--- config.mk ---
export PLATFORM = sky130hd
export DESIGN_NAME = msido_top
export DESIGN_NICKNAME = d
export VERILOG_FILES = /design/src/msido_pkg.sv /design/src/msido_input.sv /design/src/msido_top.sv
export SDC_FILE = /design/constraint.sdc
export NUM_CORES = 1
export LEC_CHECK = 0
export BUFFER_PORTS_ARGS = -buffer_cell sky130_fd_sc_hd__buf_2
export CAP_MARGIN = 20
export CORE_UTILIZATION = 40
export CTS_BUF_LIST = sky130_fd_sc_hd__clkbuf_16
export CTS_CLUSTER_SIZE = 24
export DETAILED_ROUTE_END_ITERATION = 6
export PLACE_DENSITY = 0.68
export SETUP_SLACK_MARGIN = 0.5
export SLEW_MARGIN = 20
export SYNTH_ARGS = -nofsm -noshare
export SYNTH_HDL_FRONTEND = slang
export SYNTH_SLANG_ARGS = --single-unit
--- constraint.sdc ---
create_clock -name clock -period 15.7 [get_ports clock]
set_input_delay 2.355 -clock clock [delete_from_list [all_inputs] [get_ports clock]]
set_output_delay 2.355 -clock clock [all_outputs]
set_load 0.1 [all_outputs]
--- src/msido_pkg.sv ---
/*
  shared constants, register map and carrier types of the status input and
  discrete output block.
  assumes a single 20 MHz system clock and an apb register bus with 32-bit data.
*/
package msido_pkg;

  // ----------------------------------------------------------------------
  // timing
  // ----------------------------------------------------------------------
  localparam int unsigned CLK_PERIOD_NS   = 50;
  localparam int unsigned MS_NS           = 1_000_000;
  localparam int unsigned TICK_CYCLES     = MS_NS / CLK_PERIOD_NS;
  localparam int unsigned ENERGY_PULSE_MS = 20;
  localparam int unsigned MS_PER_S        = 1000;

  // ----------------------------------------------------------------------
  // widths
  // ----------------------------------------------------------------------
  localparam int unsigned DB_W  = 14;
  localparam int unsigned TMR_W = 24;
  localparam int unsigned ADR_W = 12;
  localparam int unsigned IRQ_W = 3;

  // ----------------------------------------------------------------------
  // register offsets (byte addresses)
  // ----------------------------------------------------------------------
  localparam logic [11:0] OFS_IN_MODE   = 12'h000;
  localparam logic [11:0] OFS_DEBOUNCE0 = 12'h004;
  localparam logic [11:0] OFS_DEBOUNCE1 = 12'h008;
  localparam logic [11:0] OFS_OUT_CFG0  = 12'h00C;
  localparam logic [11:0] OFS_OUT_CFG1  = 12'h010;
  localparam logic [11:0] OFS_ON_TIME0  = 12'h014;
  localparam logic [11:0] OFS_ON_TIME1  = 12'h018;
  localparam logic [11:0] OFS_COUNT0    = 12'h01C;
  localparam logic [11:0] OFS_COUNT1    = 12'h020;
  localparam logic [11:0] OFS_STATE     = 12'h024;
  localparam logic [11:0] OFS_DEM_SEL   = 12'h028;
  localparam logic [11:0] OFS_DEM_LIMIT = 12'h02C;
  localparam logic [11:0] OFS_DEM_DROP  = 12'h030;
  localparam logic [11:0] OFS_IRQ_STAT  = 12'h034;
  localparam logic [11:0] OFS_IRQ_CLR   = 12'h038;
  localparam logic [11:0] OFS_IRQ_EN    = 12'h03C;

  // ----------------------------------------------------------------------
  // interrupt bits and reset values
  // ----------------------------------------------------------------------
  localparam int unsigned IRQ_IN0   = 0;
  localparam int unsigned IRQ_IN1   = 1;
  localparam int unsigned IRQ_ALARM = 2;
  localparam logic [4:0]  OUT_CFG_RST = 5'h10;

  // ----------------------------------------------------------------------
  // types
  // ----------------------------------------------------------------------
  typedef enum logic [1:0] {CTL_EXTERNAL, CTL_ALARM, CTL_ENERGY} msido_ctl_t;
  typedef enum logic [1:0] {DEM_PRESENT, DEM_LAST, DEM_PREDICT} msido_dem_t;

  // bit 4 polarity, bit 3 timed, bit 2 command, bits 1:0 control mode
  typedef struct packed {
    logic       polarity;
    logic       timed;
    logic       cmd;
    logic [1:0] mode;
  } msido_out_cfg_t;

  typedef struct packed {
    logic [ADR_W-1:0] paddr;
    logic             psel;
    logic             penable;
    logic             pwrite;
    logic [31:0]      pwdata;
  } msido_apb_req_t;

endpackage

--- src/msido_input.sv ---
/*
  one status input: two-flop synchroniser, millisecond debounce, edge pulse.
  assumes ms_tick is a one-cycle pulse every millisecond from the parent.
*/
`timescale 1ns/1ps
`default_nettype none

module msido_input (
  // clock and reset
  input  wire logic                     clock,
  input  wire logic                     sys_rst,
  // timing and setup
  input  wire logic                     ms_tick,
  input  wire logic [msido_pkg::DB_W-1:0] debounce,
  // pin and result
  input  wire logic                     pin,
  output var  logic                     level,
  output var  logic                     rise
);

  logic                     sync_meta;
  logic                     sync_level;
  logic [msido_pkg::DB_W-1:0] cnt;
  logic                     accept;

  // ----------------------------------------------------------------------
  // synchroniser
  // ----------------------------------------------------------------------
  always_ff @(posedge clock or posedge sys_rst) begin
    if (sys_rst) begin
      sync_meta  <= 1'b0;
      sync_level <= 1'b0;
    end else begin
      sync_meta  <= pin;
      sync_level <= sync_meta;
    end
  end

  // ----------------------------------------------------------------------
  // debounce
  // ----------------------------------------------------------------------
  // counter restarts whenever the sampled level returns, so a bounce resets the wait
  assign accept = (sync_level != level) && (cnt >= debounce);

  always_ff @(posedge clock or posedge sys_rst) begin
    if (sys_rst) begin
      cnt   <= '0;
      level <= 1'b0;
      rise  <= 1'b0;
    end else begin
      rise <= accept && sync_level;
      if (accept) begin
        level <= sync_level;
        cnt   <= '0;
      end else if (sync_level == level) begin
        cnt <= '0;
      end else if (ms_tick) begin
        cnt <= cnt + 1'b1;
      end
    end
  end

  chk_debounce_wait: assert property (@(posedge clock) disable iff (sys_rst)
    $changed(level) |-> $past(sync_level != level) && $past(cnt) >= $past(debounce))
    else $error("status input level changed before debounce time");

  chk_rise_edge: assert property (@(posedge clock) disable iff (sys_rst)
    rise |-> level && !$past(level))
    else $error("pulse reported without rising accepted level");

endmodule

`default_nettype wire

--- src/msido_top.sv ---
/*
  status inputs with pulse counting or demand resync, two discrete outputs
  driven by command, demand alarm or energy pulses, apb registers, interrupt.
  assumes apb master on clock, asynchronous pins, demand values from meter core.
*/
// The APB interface to the registers and the register addresses are this design's own decisions.
`timescale 1ns/1ps
`default_nettype none

module msido_top #(
  parameter int unsigned TICK_CYCLES = msido_pkg::TICK_CYCLES
) (
  // clock and reset
  input  wire logic                        clock,
  input  wire logic                        sys_rst,
  // apb slave
  input  wire logic [msido_pkg::ADR_W-1:0] paddr,
  input  wire logic                        psel,
  input  wire logic                        penable,
  input  wire logic                        pwrite,
  input  wire logic [31:0]                 pwdata,
  output var  logic [31:0]                 prdata,
  output var  logic                        pready,
  output var  logic                        pslverr,
  // status input pins
  input  wire logic                        status_input_one,
  input  wire logic                        status_input_two,
  // meter core
  input  wire logic [31:0]                 demand_present,
  input  wire logic [31:0]                 demand_last,
  input  wire logic [31:0]                 demand_predict,
  input  wire logic [1:0]                  energy_pulse,
  output var  logic                        demand_restart,
  // discrete output pins, high closes the switch
  output var  logic                        discrete_output_one,
  output var  logic                        discrete_output_two,
  // interrupt
  output var  logic                        irq
);

  msido_pkg::msido_apb_req_t  req;
  msido_pkg::msido_out_cfg_t  out_cfg [2];
  logic [msido_pkg::DB_W-1:0] debounce [2];
  logic [msido_pkg::DB_W-1:0] on_time [2];
  logic [31:0]                count [2];
  logic [1:0]                 in_sync_mode;
  logic [1:0]                 in_level;
  logic [1:0]                 in_rise;
  logic [1:0]                 dem_sel;
  logic [31:0]                dem_limit;
  logic [31:0]                dem_drop;
  logic [31:0]                dem_value;
  logic                       alarm_on;
  logic                       alarm_prev;
  logic [msido_pkg::IRQ_W-1:0] irq_stat;
  logic [msido_pkg::IRQ_W-1:0] irq_en;
  logic [msido_pkg::IRQ_W-1:0] irq_event;
  logic [31:0]                tick_cnt;
  logic                       ms_tick;
  logic [msido_pkg::TMR_W-1:0] timer [2];
  logic [31:0]                sub [2];
  logic [1:0]                 src_prev;
  logic [1:0]                 act;
  logic [1:0]                 next_act;
  logic [1:0]                 src;
  logic                       wr;
  logic                       rd;
  logic                       hit;
  logic [31:0]                next_rdata;

  assign req = '{paddr: paddr, psel: psel, penable: penable, pwrite: pwrite, pwdata: pwdata};

  // ----------------------------------------------------------------------
  // millisecond tick
  // ----------------------------------------------------------------------
  always_ff @(posedge clock or posedge sys_rst) begin
    if (sys_rst) begin
      tick_cnt <= '0;
      ms_tick  <= 1'b0;
    end else begin
      ms_tick <= (tick_cnt == TICK_CYCLES - 1);
      if (tick_cnt == TICK_CYCLES - 1) begin
        tick_cnt <= '0;
      end else begin
        tick_cnt <= tick_cnt + 32'h0000_0001;
      end
    end
  end

  // ----------------------------------------------------------------------
  // status inputs
  // ----------------------------------------------------------------------
  for (genvar i = 0; i < 2; i++) begin : g_in
    msido_input u_in (
      .clock    (clock),
      .sys_rst  (sys_rst),
      .ms_tick  (ms_tick),
      .debounce (debounce[i]),
      .pin      (i == 0 ? status_input_one : status_input_two),
      .level    (in_level[i]),
      .rise     (in_rise[i])
    );
  end

  always_ff @(posedge clock or posedge sys_rst) begin
    if (sys_rst) begin
      count[0]       <= '0;
      count[1]       <= '0;
      demand_restart <= 1'b0;
    end else begin
      // a sync-mode input feeds the demand period and its interrupt bit, never the counter
      demand_restart <= |(in_rise & in_sync_mode);
      for (int i = 0; i < 2; i++) begin
        if (in_rise[i] && !in_sync_mode[i]) begin
          count[i] <= count[i] + 32'h0000_0001;
        end
      end
    end
  end

  // ----------------------------------------------------------------------
  // demand alarm
  // ----------------------------------------------------------------------
  always_comb begin
    unique case (msido_pkg::msido_dem_t'(dem_sel))
      msido_pkg::DEM_PRESENT: dem_value = demand_present;
      msido_pkg::DEM_LAST:    dem_value = demand_last;
      msido_pkg::DEM_PREDICT: dem_value = demand_predict;
      default:                dem_value = demand_present;
    endcase
  end

  always_ff @(posedge clock or posedge sys_rst) begin
    if (sys_rst) begin
      alarm_on <= 1'b0;
    end else if (dem_value > dem_limit) begin
      alarm_on <= 1'b1;
    end else if (dem_value < dem_drop) begin
      alarm_on <= 1'b0;
    end
  end

  // ----------------------------------------------------------------------
  // discrete outputs
  // ----------------------------------------------------------------------
  always_comb begin
    for (int i = 0; i < 2; i++) begin
      src[i] = (out_cfg[i].mode == msido_pkg::CTL_ALARM) ? alarm_on : out_cfg[i].cmd;
      if (out_cfg[i].mode == msido_pkg::CTL_ENERGY || out_cfg[i].timed) begin
        next_act[i] = (timer[i] != '0);
      end else begin
        next_act[i] = src[i];
      end
    end
  end

  // timer holds remaining milliseconds, sub counts cycles inside one, so width is exact
  always_ff @(posedge clock or posedge sys_rst) begin
    if (sys_rst) begin
      for (int i = 0; i < 2; i++) begin
        timer[i] <= '0;
        sub[i]   <= '0;
      end
      src_prev <= '0;
    end else begin
      src_prev <= src;
      for (int i = 0; i < 2; i++) begin
        if (out_cfg[i].mode == msido_pkg::CTL_ENERGY && energy_pulse[i]) begin
          timer[i] <= msido_pkg::TMR_W'(msido_pkg::ENERGY_PULSE_MS);
          sub[i]   <= '0;
        end else if (out_cfg[i].mode != msido_pkg::CTL_ENERGY && out_cfg[i].timed
                     && src[i] && !src_prev[i]) begin
          timer[i] <= msido_pkg::TMR_W'(on_time[i] * msido_pkg::MS_PER_S);
          sub[i]   <= '0;
        end else if (timer[i] != '0) begin
          if (sub[i] == TICK_CYCLES - 1) begin
            sub[i]   <= '0;
            timer[i] <= timer[i] - 1'b1;
          end else begin
            sub[i] <= sub[i] + 32'h0000_0001;
          end
        end
      end
    end
  end

  always_ff @(posedge clock or posedge sys_rst) begin
    if (sys_rst) begin
      act                 <= '0;
      discrete_output_one <= 1'b0;
      discrete_output_two <= 1'b0;
    end else begin
      act                 <= next_act;
      // low polarity: active closes; high polarity: active opens
      discrete_output_one <= next_act[0] ^ out_cfg[0].polarity;
      discrete_output_two <= next_act[1] ^ out_cfg[1].polarity;
    end
  end

  // ----------------------------------------------------------------------
  // interrupts
  // ----------------------------------------------------------------------
  // alarm event is the rising edge of alarm_on, seen against its registered copy
  assign irq_event = {alarm_on && !alarm_prev, in_rise};

  always_ff @(posedge clock or posedge sys_rst) begin
    if (sys_rst) begin
      irq_stat   <= '0;
      irq        <= 1'b0;
      alarm_prev <= 1'b0;
    end else begin
      alarm_prev <= alarm_on;
      // set wins over a clear in the same cycle
      if (wr && req.paddr == msido_pkg::OFS_IRQ_CLR) begin
        irq_stat <= (irq_stat & ~req.pwdata[msido_pkg::IRQ_W-1:0]) | irq_event;
      end else begin
        irq_stat <= irq_stat | irq_event;
      end
      irq <= |(irq_stat & irq_en);
    end
  end

  // ----------------------------------------------------------------------
  // apb slave: one wait state, pready registered
  // ----------------------------------------------------------------------
  assign wr = req.psel && req.penable && pready && req.pwrite;
  assign rd = req.psel && req.penable && !pready && !req.pwrite;

  always_comb begin
    hit        = 1'b1;
    next_rdata = '0;
    unique case (req.paddr)
      msido_pkg::OFS_IN_MODE:   next_rdata = {30'h0000_0000, in_sync_mode};
      msido_pkg::OFS_DEBOUNCE0: next_rdata = {18'h0_0000, debounce[0]};
      msido_pkg::OFS_DEBOUNCE1: next_rdata = {18'h0_0000, debounce[1]};
      msido_pkg::OFS_OUT_CFG0:  next_rdata = {27'h000_0000, out_cfg[0]};
      msido_pkg::OFS_OUT_CFG1:  next_rdata = {27'h000_0000, out_cfg[1]};
      msido_pkg::OFS_ON_TIME0:  next_rdata = {18'h0_0000, on_time[0]};
      msido_pkg::OFS_ON_TIME1:  next_rdata = {18'h0_0000, on_time[1]};
      msido_pkg::OFS_COUNT0:    next_rdata = count[0];
      msido_pkg::OFS_COUNT1:    next_rdata = count[1];
      msido_pkg::OFS_STATE:     next_rdata = {27'h000_0000, alarm_on, act, in_level};
      msido_pkg::OFS_DEM_SEL:   next_rdata = {30'h0000_0000, dem_sel};
      msido_pkg::OFS_DEM_LIMIT: next_rdata = dem_limit;
      msido_pkg::OFS_DEM_DROP:  next_rdata = dem_drop;
      msido_pkg::OFS_IRQ_STAT:  next_rdata = {29'h0000_0000, irq_stat};
      msido_pkg::OFS_IRQ_CLR:   next_rdata = '0;
      msido_pkg::OFS_IRQ_EN:    next_rdata = {29'h0000_0000, irq_en};
      default:                  hit = 1'b0;
    endcase
  end

  always_ff @(posedge clock or posedge sys_rst) begin
    if (sys_rst) begin
      pready  <= 1'b0;
      pslverr <= 1'b0;
      prdata  <= '0;
    end else begin
      pready  <= req.psel && req.penable && !pready;
      pslverr <= req.psel && req.penable && !pready && !hit;
      if (rd) begin
        prdata <= hit ? next_rdata : '0;
      end
    end
  end

  always_ff @(posedge clock or posedge sys_rst) begin
    if (sys_rst) begin
      in_sync_mode <= '0;
      debounce[0]  <= '0;
      debounce[1]  <= '0;
      on_time[0]   <= '0;
      on_time[1]   <= '0;
      out_cfg[0]   <= msido_pkg::OUT_CFG_RST;
      out_cfg[1]   <= msido_pkg::OUT_CFG_RST;
      dem_sel      <= '0;
      dem_limit    <= 32'hFFFF_FFFF;
      dem_drop     <= '0;
      irq_en       <= '0;
    end else if (wr) begin
      unique case (req.paddr)
        msido_pkg::OFS_IN_MODE:   in_sync_mode <= req.pwdata[1:0];
        msido_pkg::OFS_DEBOUNCE0: debounce[0]  <= req.pwdata[msido_pkg::DB_W-1:0];
        msido_pkg::OFS_DEBOUNCE1: debounce[1]  <= req.pwdata[msido_pkg::DB_W-1:0];
        msido_pkg::OFS_OUT_CFG0:  out_cfg[0]   <= req.pwdata[4:0];
        msido_pkg::OFS_OUT_CFG1:  out_cfg[1]   <= req.pwdata[4:0];
        msido_pkg::OFS_ON_TIME0:  on_time[0]   <= req.pwdata[msido_pkg::DB_W-1:0];
        msido_pkg::OFS_ON_TIME1:  on_time[1]   <= req.pwdata[msido_pkg::DB_W-1:0];
        msido_pkg::OFS_DEM_SEL:   dem_sel      <= req.pwdata[1:0];
        msido_pkg::OFS_DEM_LIMIT: dem_limit    <= req.pwdata;
        msido_pkg::OFS_DEM_DROP:  dem_drop     <= req.pwdata;
        msido_pkg::OFS_IRQ_EN:    irq_en       <= req.pwdata[msido_pkg::IRQ_W-1:0];
        default: ;
      endcase
    end
  end

  // ----------------------------------------------------------------------
  // checks
  // ----------------------------------------------------------------------
  logic [31:0] act_len [2];
  logic [1:0]  act_pure;

  // a pulse is clean only if energy mode held from its start with no retrigger
  always_ff @(posedge clock or posedge sys_rst) begin
    if (sys_rst) begin
      act_len[0] <= '0;
      act_len[1] <= '0;
      act_pure   <= '0;
    end else begin
      for (int i = 0; i < 2; i++) begin
        act_len[i] <= act[i] ? act_len[i] + 32'h0000_0001 : '0;
        act_pure[i] <= act[i] ? act_pure[i] && out_cfg[i].mode == msido_pkg::CTL_ENERGY && !energy_pulse[i]
                              : out_cfg[i].mode == msido_pkg::CTL_ENERGY;
      end
    end
  end

  chk_count_step: assert property (@(posedge clock) disable iff (sys_rst)
    in_rise[0] && !in_sync_mode[0] |=> count[0] == $past(count[0]) + 32'h0000_0001)
    else $error("input pulse not counted");

  chk_sync_restart: assert property (@(posedge clock) disable iff (sys_rst)
    in_rise[1] && in_sync_mode[1] |=> demand_restart ##1 !demand_restart || (in_rise != 2'b00))
    else $error("demand restart missing after sync pulse");

  chk_polarity_reset: assert property (@(posedge clock)
    sys_rst |=> out_cfg[0].polarity && out_cfg[1].polarity)
    else $error("polarity not high after reset");

  chk_pin_map: assert property (@(posedge clock) disable iff (sys_rst)
    !$past(sys_rst) |-> discrete_output_one == (act[0] ^ $past(out_cfg[0].polarity)))
    else $error("output pin does not follow active state and polarity");

  chk_alarm_raise: assert property (@(posedge clock) disable iff (sys_rst)
    dem_value > dem_limit |=> alarm_on)
    else $error("alarm not raised above upper limit");

  chk_alarm_hold: assert property (@(posedge clock) disable iff (sys_rst)
    alarm_on && dem_value >= dem_drop |=> alarm_on)
    else $error("alarm dropped before drop-out point");

  chk_ext_follow: assert property (@(posedge clock) disable iff (sys_rst)
    out_cfg[0].mode == msido_pkg::CTL_EXTERNAL && !out_cfg[0].timed |=> act[0] == $past(out_cfg[0].cmd))
    else $error("external output does not follow command");

  chk_energy_width: assert property (@(posedge clock) disable iff (sys_rst)
    $fell(act[0]) && act_pure[0]
    |-> act_len[0] == msido_pkg::ENERGY_PULSE_MS * TICK_CYCLES)
    else $error("energy pulse width wrong");

endmodule

`default_nettype wire

# == Word-level counts from Yosys, hierarchy flattened ==
# Cells that the tools add are included.
# word_totals
latch_bits,0
mem_count,0
rom_bits,0
ram_bits,0
elab_cells,192
regBits,429
# classes
bitwise_logic,8
reduce_logical,58
mux,34
shift,0
div_mod_pow,0
n_eq_ne,30
mul,2
add_sub_neg,9
magnitude_cmp,4
# op_table
operator,n
case mux 32 bit (15 select lines),1
2-to-1 mux 32 bit,10
2-to-1 mux 24 bit,8
"adder 32 x 1 -> 32 bit, second input constant",5
"equality test 12 x 6 -> 1 bit, second input constant",8
"equality test 32 x 15 -> 1 bit, second input constant",3
2-to-1 mux 14 bit,6
case mux 32 bit (2 select lines),1
"equality test 12 x 5 -> 1 bit, second input constant",4
nonzero test 24 bit,2
"subtractor 24 x 1 -> 24 bit, second input constant",2
"multiplier 14 x 7 -> 21 bit, second input constant",2
> comparator 32 bit,1
< comparator 32 bit,1
"adder 14 x 1 -> 14 bit, second input constant",2
>= comparator 14 bit,2
AND reduction 2 bit,13
"equality test 12 x 4 -> 1 bit, second input constant",2
logical AND 1 bit,22
nonzero test 3 bit,6
OR reduction 16 bit,1
"equality test 12 x 3 -> 1 bit, second input constant",1
zero test 12 bit,1
zero test 1 bit,8
other kinds (16),33

# == Longest topological paths before layout ==
# depth
ltp_word,6
depth_mapped,17
depth_no_buf,17

# == Hierarchy ==
# Synthesis repeated with hierarchy kept, for this count alone.
# unflattened
cells_unflattened,2852
hier_area_um2,27377.5
# modules_own_cells
mod,area_per_inst_um2,instances,cells_per_inst
msido_top,24965.2,1,2608
msido_input,1206.2,2,122

# == Worst setup path after synthesis ==
# No wires, ideal clock.
# synth_path
path_type,reg2reg
from,register on_time[19] (netlist bit)
to,register timer[45] (netlist bit)
period_less_slack_ns,4.606
stages_incl_launch_ff,16
arrival_ns,4.470
setup_slack_ns,11.094
cell_sequence,dfrtp_1 -> inv_1 -> fa_1 -> fa_1 -> fa_1 -> fa_1 -> inv_1 -> ha_1 -> a21o_1 -> o21ai_0 -> a31oi_1 -> o311a_1 -> a2111oi_1 -> a21oi_1 -> xnor2_1 -> o21ai_0
# synth_via
elab_chain_len,3
# synth_rtl
element,line,text
"start, declared",msido_top.sv:44,logic [msido_pkg::DB_W-1:0] on_time [2];
multiplier 14 x 7 -> 21 bit,msido_top.sv:173,timer[i] <= msido_pkg::TMR_W'(on_time[i] * msido_pkg::MS_PER_S);
2-to-1 mux 24 bit,msido_top.sv:171,end else if (out_cfg[i].mode != msido_pkg::CTL_ENERGY && out_cfg[i].timed
2-to-1 mux 24 bit,msido_top.sv:168,if (out_cfg[i].mode == msido_pkg::CTL_ENERGY && energy_pulse[i]) begin
"end signal, assigned by index",msido_top.sv:169,timer[i] <= msido_pkg::TMR_W'(msido_pkg::ENERGY_PULSE_MS);
"end signal, assigned by index",msido_top.sv:173,
"end signal, assigned by index",msido_top.sv:178,timer[i] <= timer[i] - 1'b1;
"end, declared",msido_top.sv:60,logic [msido_pkg::TMR_W-1:0] timer [2];
# Every way passes these cells.
# A chain may end at the register's enable or synchronous reset.

# == Final worst setup path ==
# Ends and elaborated chain as after synthesis.

==> impl_metrics.env <==
export IMPL_final_cell_mix="dfrtp_1, nand2_1, inv_1, nor2_1, o21ai_0"
export IMPL_swShare=0.286
export IMPL_clock_power_share=0.452
export IMPL_cp_top_family="adder cells"
export IMPL_finalSetupTns_ns=0
export IMPL_synthArstFlopShare=1.00
export IMPL_die_area_mm2=0.0689
export IMPL_fmax_mhz=201
export IMPL_end_kind="flip-flop"
export IMPL_power_total_uw=2560
export IMPL_start_util=0.404
export IMPL_max_slew_margin=0.292
export IMPL_netlist_area_mm2=0.0272
export IMPL_crit_slowest_cell="fa_1"
export IMPL_routed_wl_um=72500
export IMPL_cell_internal_pwr_uw=1830
export IMPL_cp_num_buf_inv=2
export IMPL_drt_iter0_markers=2040
export IMPL_synth_top_area_cell="dfrtp_1"
export IMPL_cp_start_kind="flip-flop"
export IMPL_worstPathCellList="inv_1 -> fa_1 -> fa_1 -> fa_1 -> fa_1 -> inv_1 -> ha_1 -> a21o_1 -> o21ai_0 -> a31oi_1 -> o311a_1 -> a2111oi_1 -> a21oi_1 -> xnor2_1 -> o21ai_0"
export IMPL_cts_sinks=429
export IMPL_grt_max_degree=110
export IMPL_htree_levels=2
export IMPL_synth_edf_count=0
export IMPL_status="finished clean"
export IMPL_ant_nets=0
export IMPL_rows=95
export IMPL_drc=0
export IMPL_final_common_cell="dfrtp_1"
export IMPL_grt_pass1_wl_um=117000
export IMPL_p_seq_frac=0.452
export IMPL_synth_fp_nets=3310
export IMPL_area_growth_pct=13.2
export IMPL_setup_violations=0
export IMPL_crit_top_cell="fa_1"
export IMPL_yosys_most_used_dff="dfrtp_1"
export IMPL_ys_seq_elements=429
export IMPL_timing_final_ws_setup_ns=10.74
export IMPL_p_leak_uw=0.0144
export IMPL_dpl_hpwl_um=54700
export IMPL_pre_cts_ws_ns=10.33
export IMPL_comb_power_share=0.097
export IMPL_drv_cap=0
export IMPL_fin_skew_ns=0.0507
export IMPL_post_drt_wl_per_cell_um=18.3
export IMPL_synth_area_leaders="dfrtp_1, ha_1, fa_1"
export IMPL_hold_viol=0
export IMPL_postLayoutCellArea_mm2=0.0307
export IMPL_hold_buffers=0
export IMPL_cp_max_fo=5
export IMPL_antenna_found_initial=10
export IMPL_place_area_mm2=0.0291
export IMPL_final_min_clock_period_ns=4.96
export IMPL_core_area_mm2=0.0672
export IMPL_clock_root_buffer="clkbuf_16"
export IMPL_synth_cell_type_count=85
export IMPL_final_max_slew_viol_count=0
export IMPL_clkTransAtPathRegs_ns=0.06
export IMPL_cp_data_arrival_time_ns=5.46
export IMPL_power_switching_uw=732
export IMPL_nets=3483
export IMPL_crit_required_ns=16.20
export IMPL_die_width_um=263
export IMPL_vias_per_cell=5.47
export IMPL_numCtsBuffers=51
export IMPL_cts_setup_buffers=0
export IMPL_multiInputGateArea_mm2=0.0151
export IMPL_routabilityCongestion=0.930
export IMPL_slowest_delay_ns=0.54
export IMPL_rsz0062_at_grt="false"
export IMPL_postSynthAreaPerCell_um2=9.46
export IMPL_busiest_layer="met2"
export IMPL_hold_path_class="flip-flop to flip-flop"
export IMPL_overflow=0
export IMPL_grt_total_usage=0.212
export IMPL_min_period_over_period=0.316
export IMPL_ir_drop_uv=93.7
export IMPL_register_area_mm2=0.0108
export IMPL_via_count=21700
export IMPL_ys_seq_area_frac=0.397
export IMPL_worstMarginPinSlew_ns=1.06
export IMPL_power_density_mw_per_mm2=83.3
export IMPL_grt_util_met3=0.0337
export IMPL_clk_latency_ns=0.64
export IMPL_clock_path_buffers=3
export IMPL_cts_resized=0
export IMPL_port_buffers=186
export IMPL_netlist_instances=2871
export IMPL_grtUsageMet2=0.315
export IMPL_ios=187
export IMPL_cts_tree="done"
export IMPL_grt_util_met1=0.312
export IMPL_first_global_vias=20900
export IMPL_critical_path_class="flip-flop to flip-flop"
export IMPL_yosysTopAreaCellShare=0.364
export IMPL_die_h_um=263
export IMPL_nFillCells=6334
export IMPL_ys_warnings_count=0
export IMPL_firstDrtPassIters=7
export IMPL_drive_gt1_frac=0.127
==> cell type report <==
cell class | count | share of cell area
multi-input combinational | 2084 | 0.490
timing repair buffer | 211 | 0.0365
sequential | 429 | 0.351
clock inverter | 44 | 0.0121
tap | 873 | 0.0355
antenna | 4 | 0.000326
clock buffer | 51 | 0.0415
inverter | 267 | 0.0328
==> flip-flops by register name, indices dropped and copies added (netlist names), 3 cells and up <==
register / flops
dem_limit: 32
debounce: 28
irq_stat: 3
dem_drop: 32
tick_cnt: 32
out_cfg: 10
irq_en: 3
prdata: 32
count: 64
g_in.u_in.cnt: 28
on_time: 28
timer: 48
sub: 64
==> routing by layer <==
layer / vias up / routed length [um] / share of wire
met4: 4 / 2120 / 0.029
met5: - / 21 / 0.00029
met1: 10500 / 33700 / 0.47
met3: 115 / 5030 / 0.069
met2: 704 / 31600 / 0.44
li1: 10400 / - / -
==> cells by family (layout without fill, tap and decap cells) <==
family                   Yosys count  count (layout)  share of synthesized area
AO/OA/AOI/OAI                    587             587                      0.139
multiplexers                      32              32                     0.0129
XOR/XNOR                         218             218                     0.0703
AND/OR/NAND/NOR                  957             957                      0.171
other                              0               4                          0
buffers and inverters            358             573                     0.0502
flip-flops                       429             429                      0.397
adder cells (fa/ha/maj)          290             290                      0.159
==> power by group through the flow <==
stage / sequential [uW] / combinational, uW / clock [uW]
2_1_floorplan: 1280 / 65.5 / 0
3_5_place_dp: 1170 / 249 / 0
5_1_grt: 1160 / 264 / 1230
4_1_cts: 1160 / 250 / 1180
3_3_place_gp: 1170 / 247 / 0
6_report: 1160 / 247 / 1160
==> worst paths after layout <==
| check | start | to | slack [ns] | depth (start not counted) |
|---|---|---|---|---|
| setup / recovery | on_time[19] | timer[45] | 10.74 | 15 |
| hold / removal | g_in[1].u_in.sync_meta | g_in[1].u_in.sync_level | 0.35 | 0 |
| setup reg to reg | on_time[19] | timer[45] | 10.74 | 15 |
| hold reg to reg | g_in[1].u_in.sync_meta | g_in[1].u_in.sync_level | 0.35 | 0 |
| max in group asynchronous | sys_rst | tick_cnt[27] | 11.64 | 4 |
| min in group asynchronous | sys_rst | on_time[12] | 1.87 | 2 |
==> Yosys cell counts (22+ instances only) <==
cell,number
a21o_1,33
a21oi_1,81
nor4_1,30
xor2_1,110
nand2_1,308
nand4_1,70
o21ai_0,210
a221oi_1,27
a31oi_1,31
and3_1,38
xnor2_1,108
a22oi_1,46
or3_1,22
dfstp_2,34
ha_1,198
nor2_1,242
mux2_2,24
dfrtp_1,395
nand3_1,82
inv_1,267
clkbuf_1,76
fa_1,92
nor3_1,62
a22o_1,24
==> stage by stage <==
stage,instances,util,hold slack (ns)
detailed placement,3862,0.433,0.338
floorplan,2871,-,0.331
finish,3963,0.458,0.347
CTS,3957,0.457,0.351
global route,3962,0.458,0.362
global placement,3862,0.433,0.335
No activity file was read; power rests on OpenSTA's default activity.
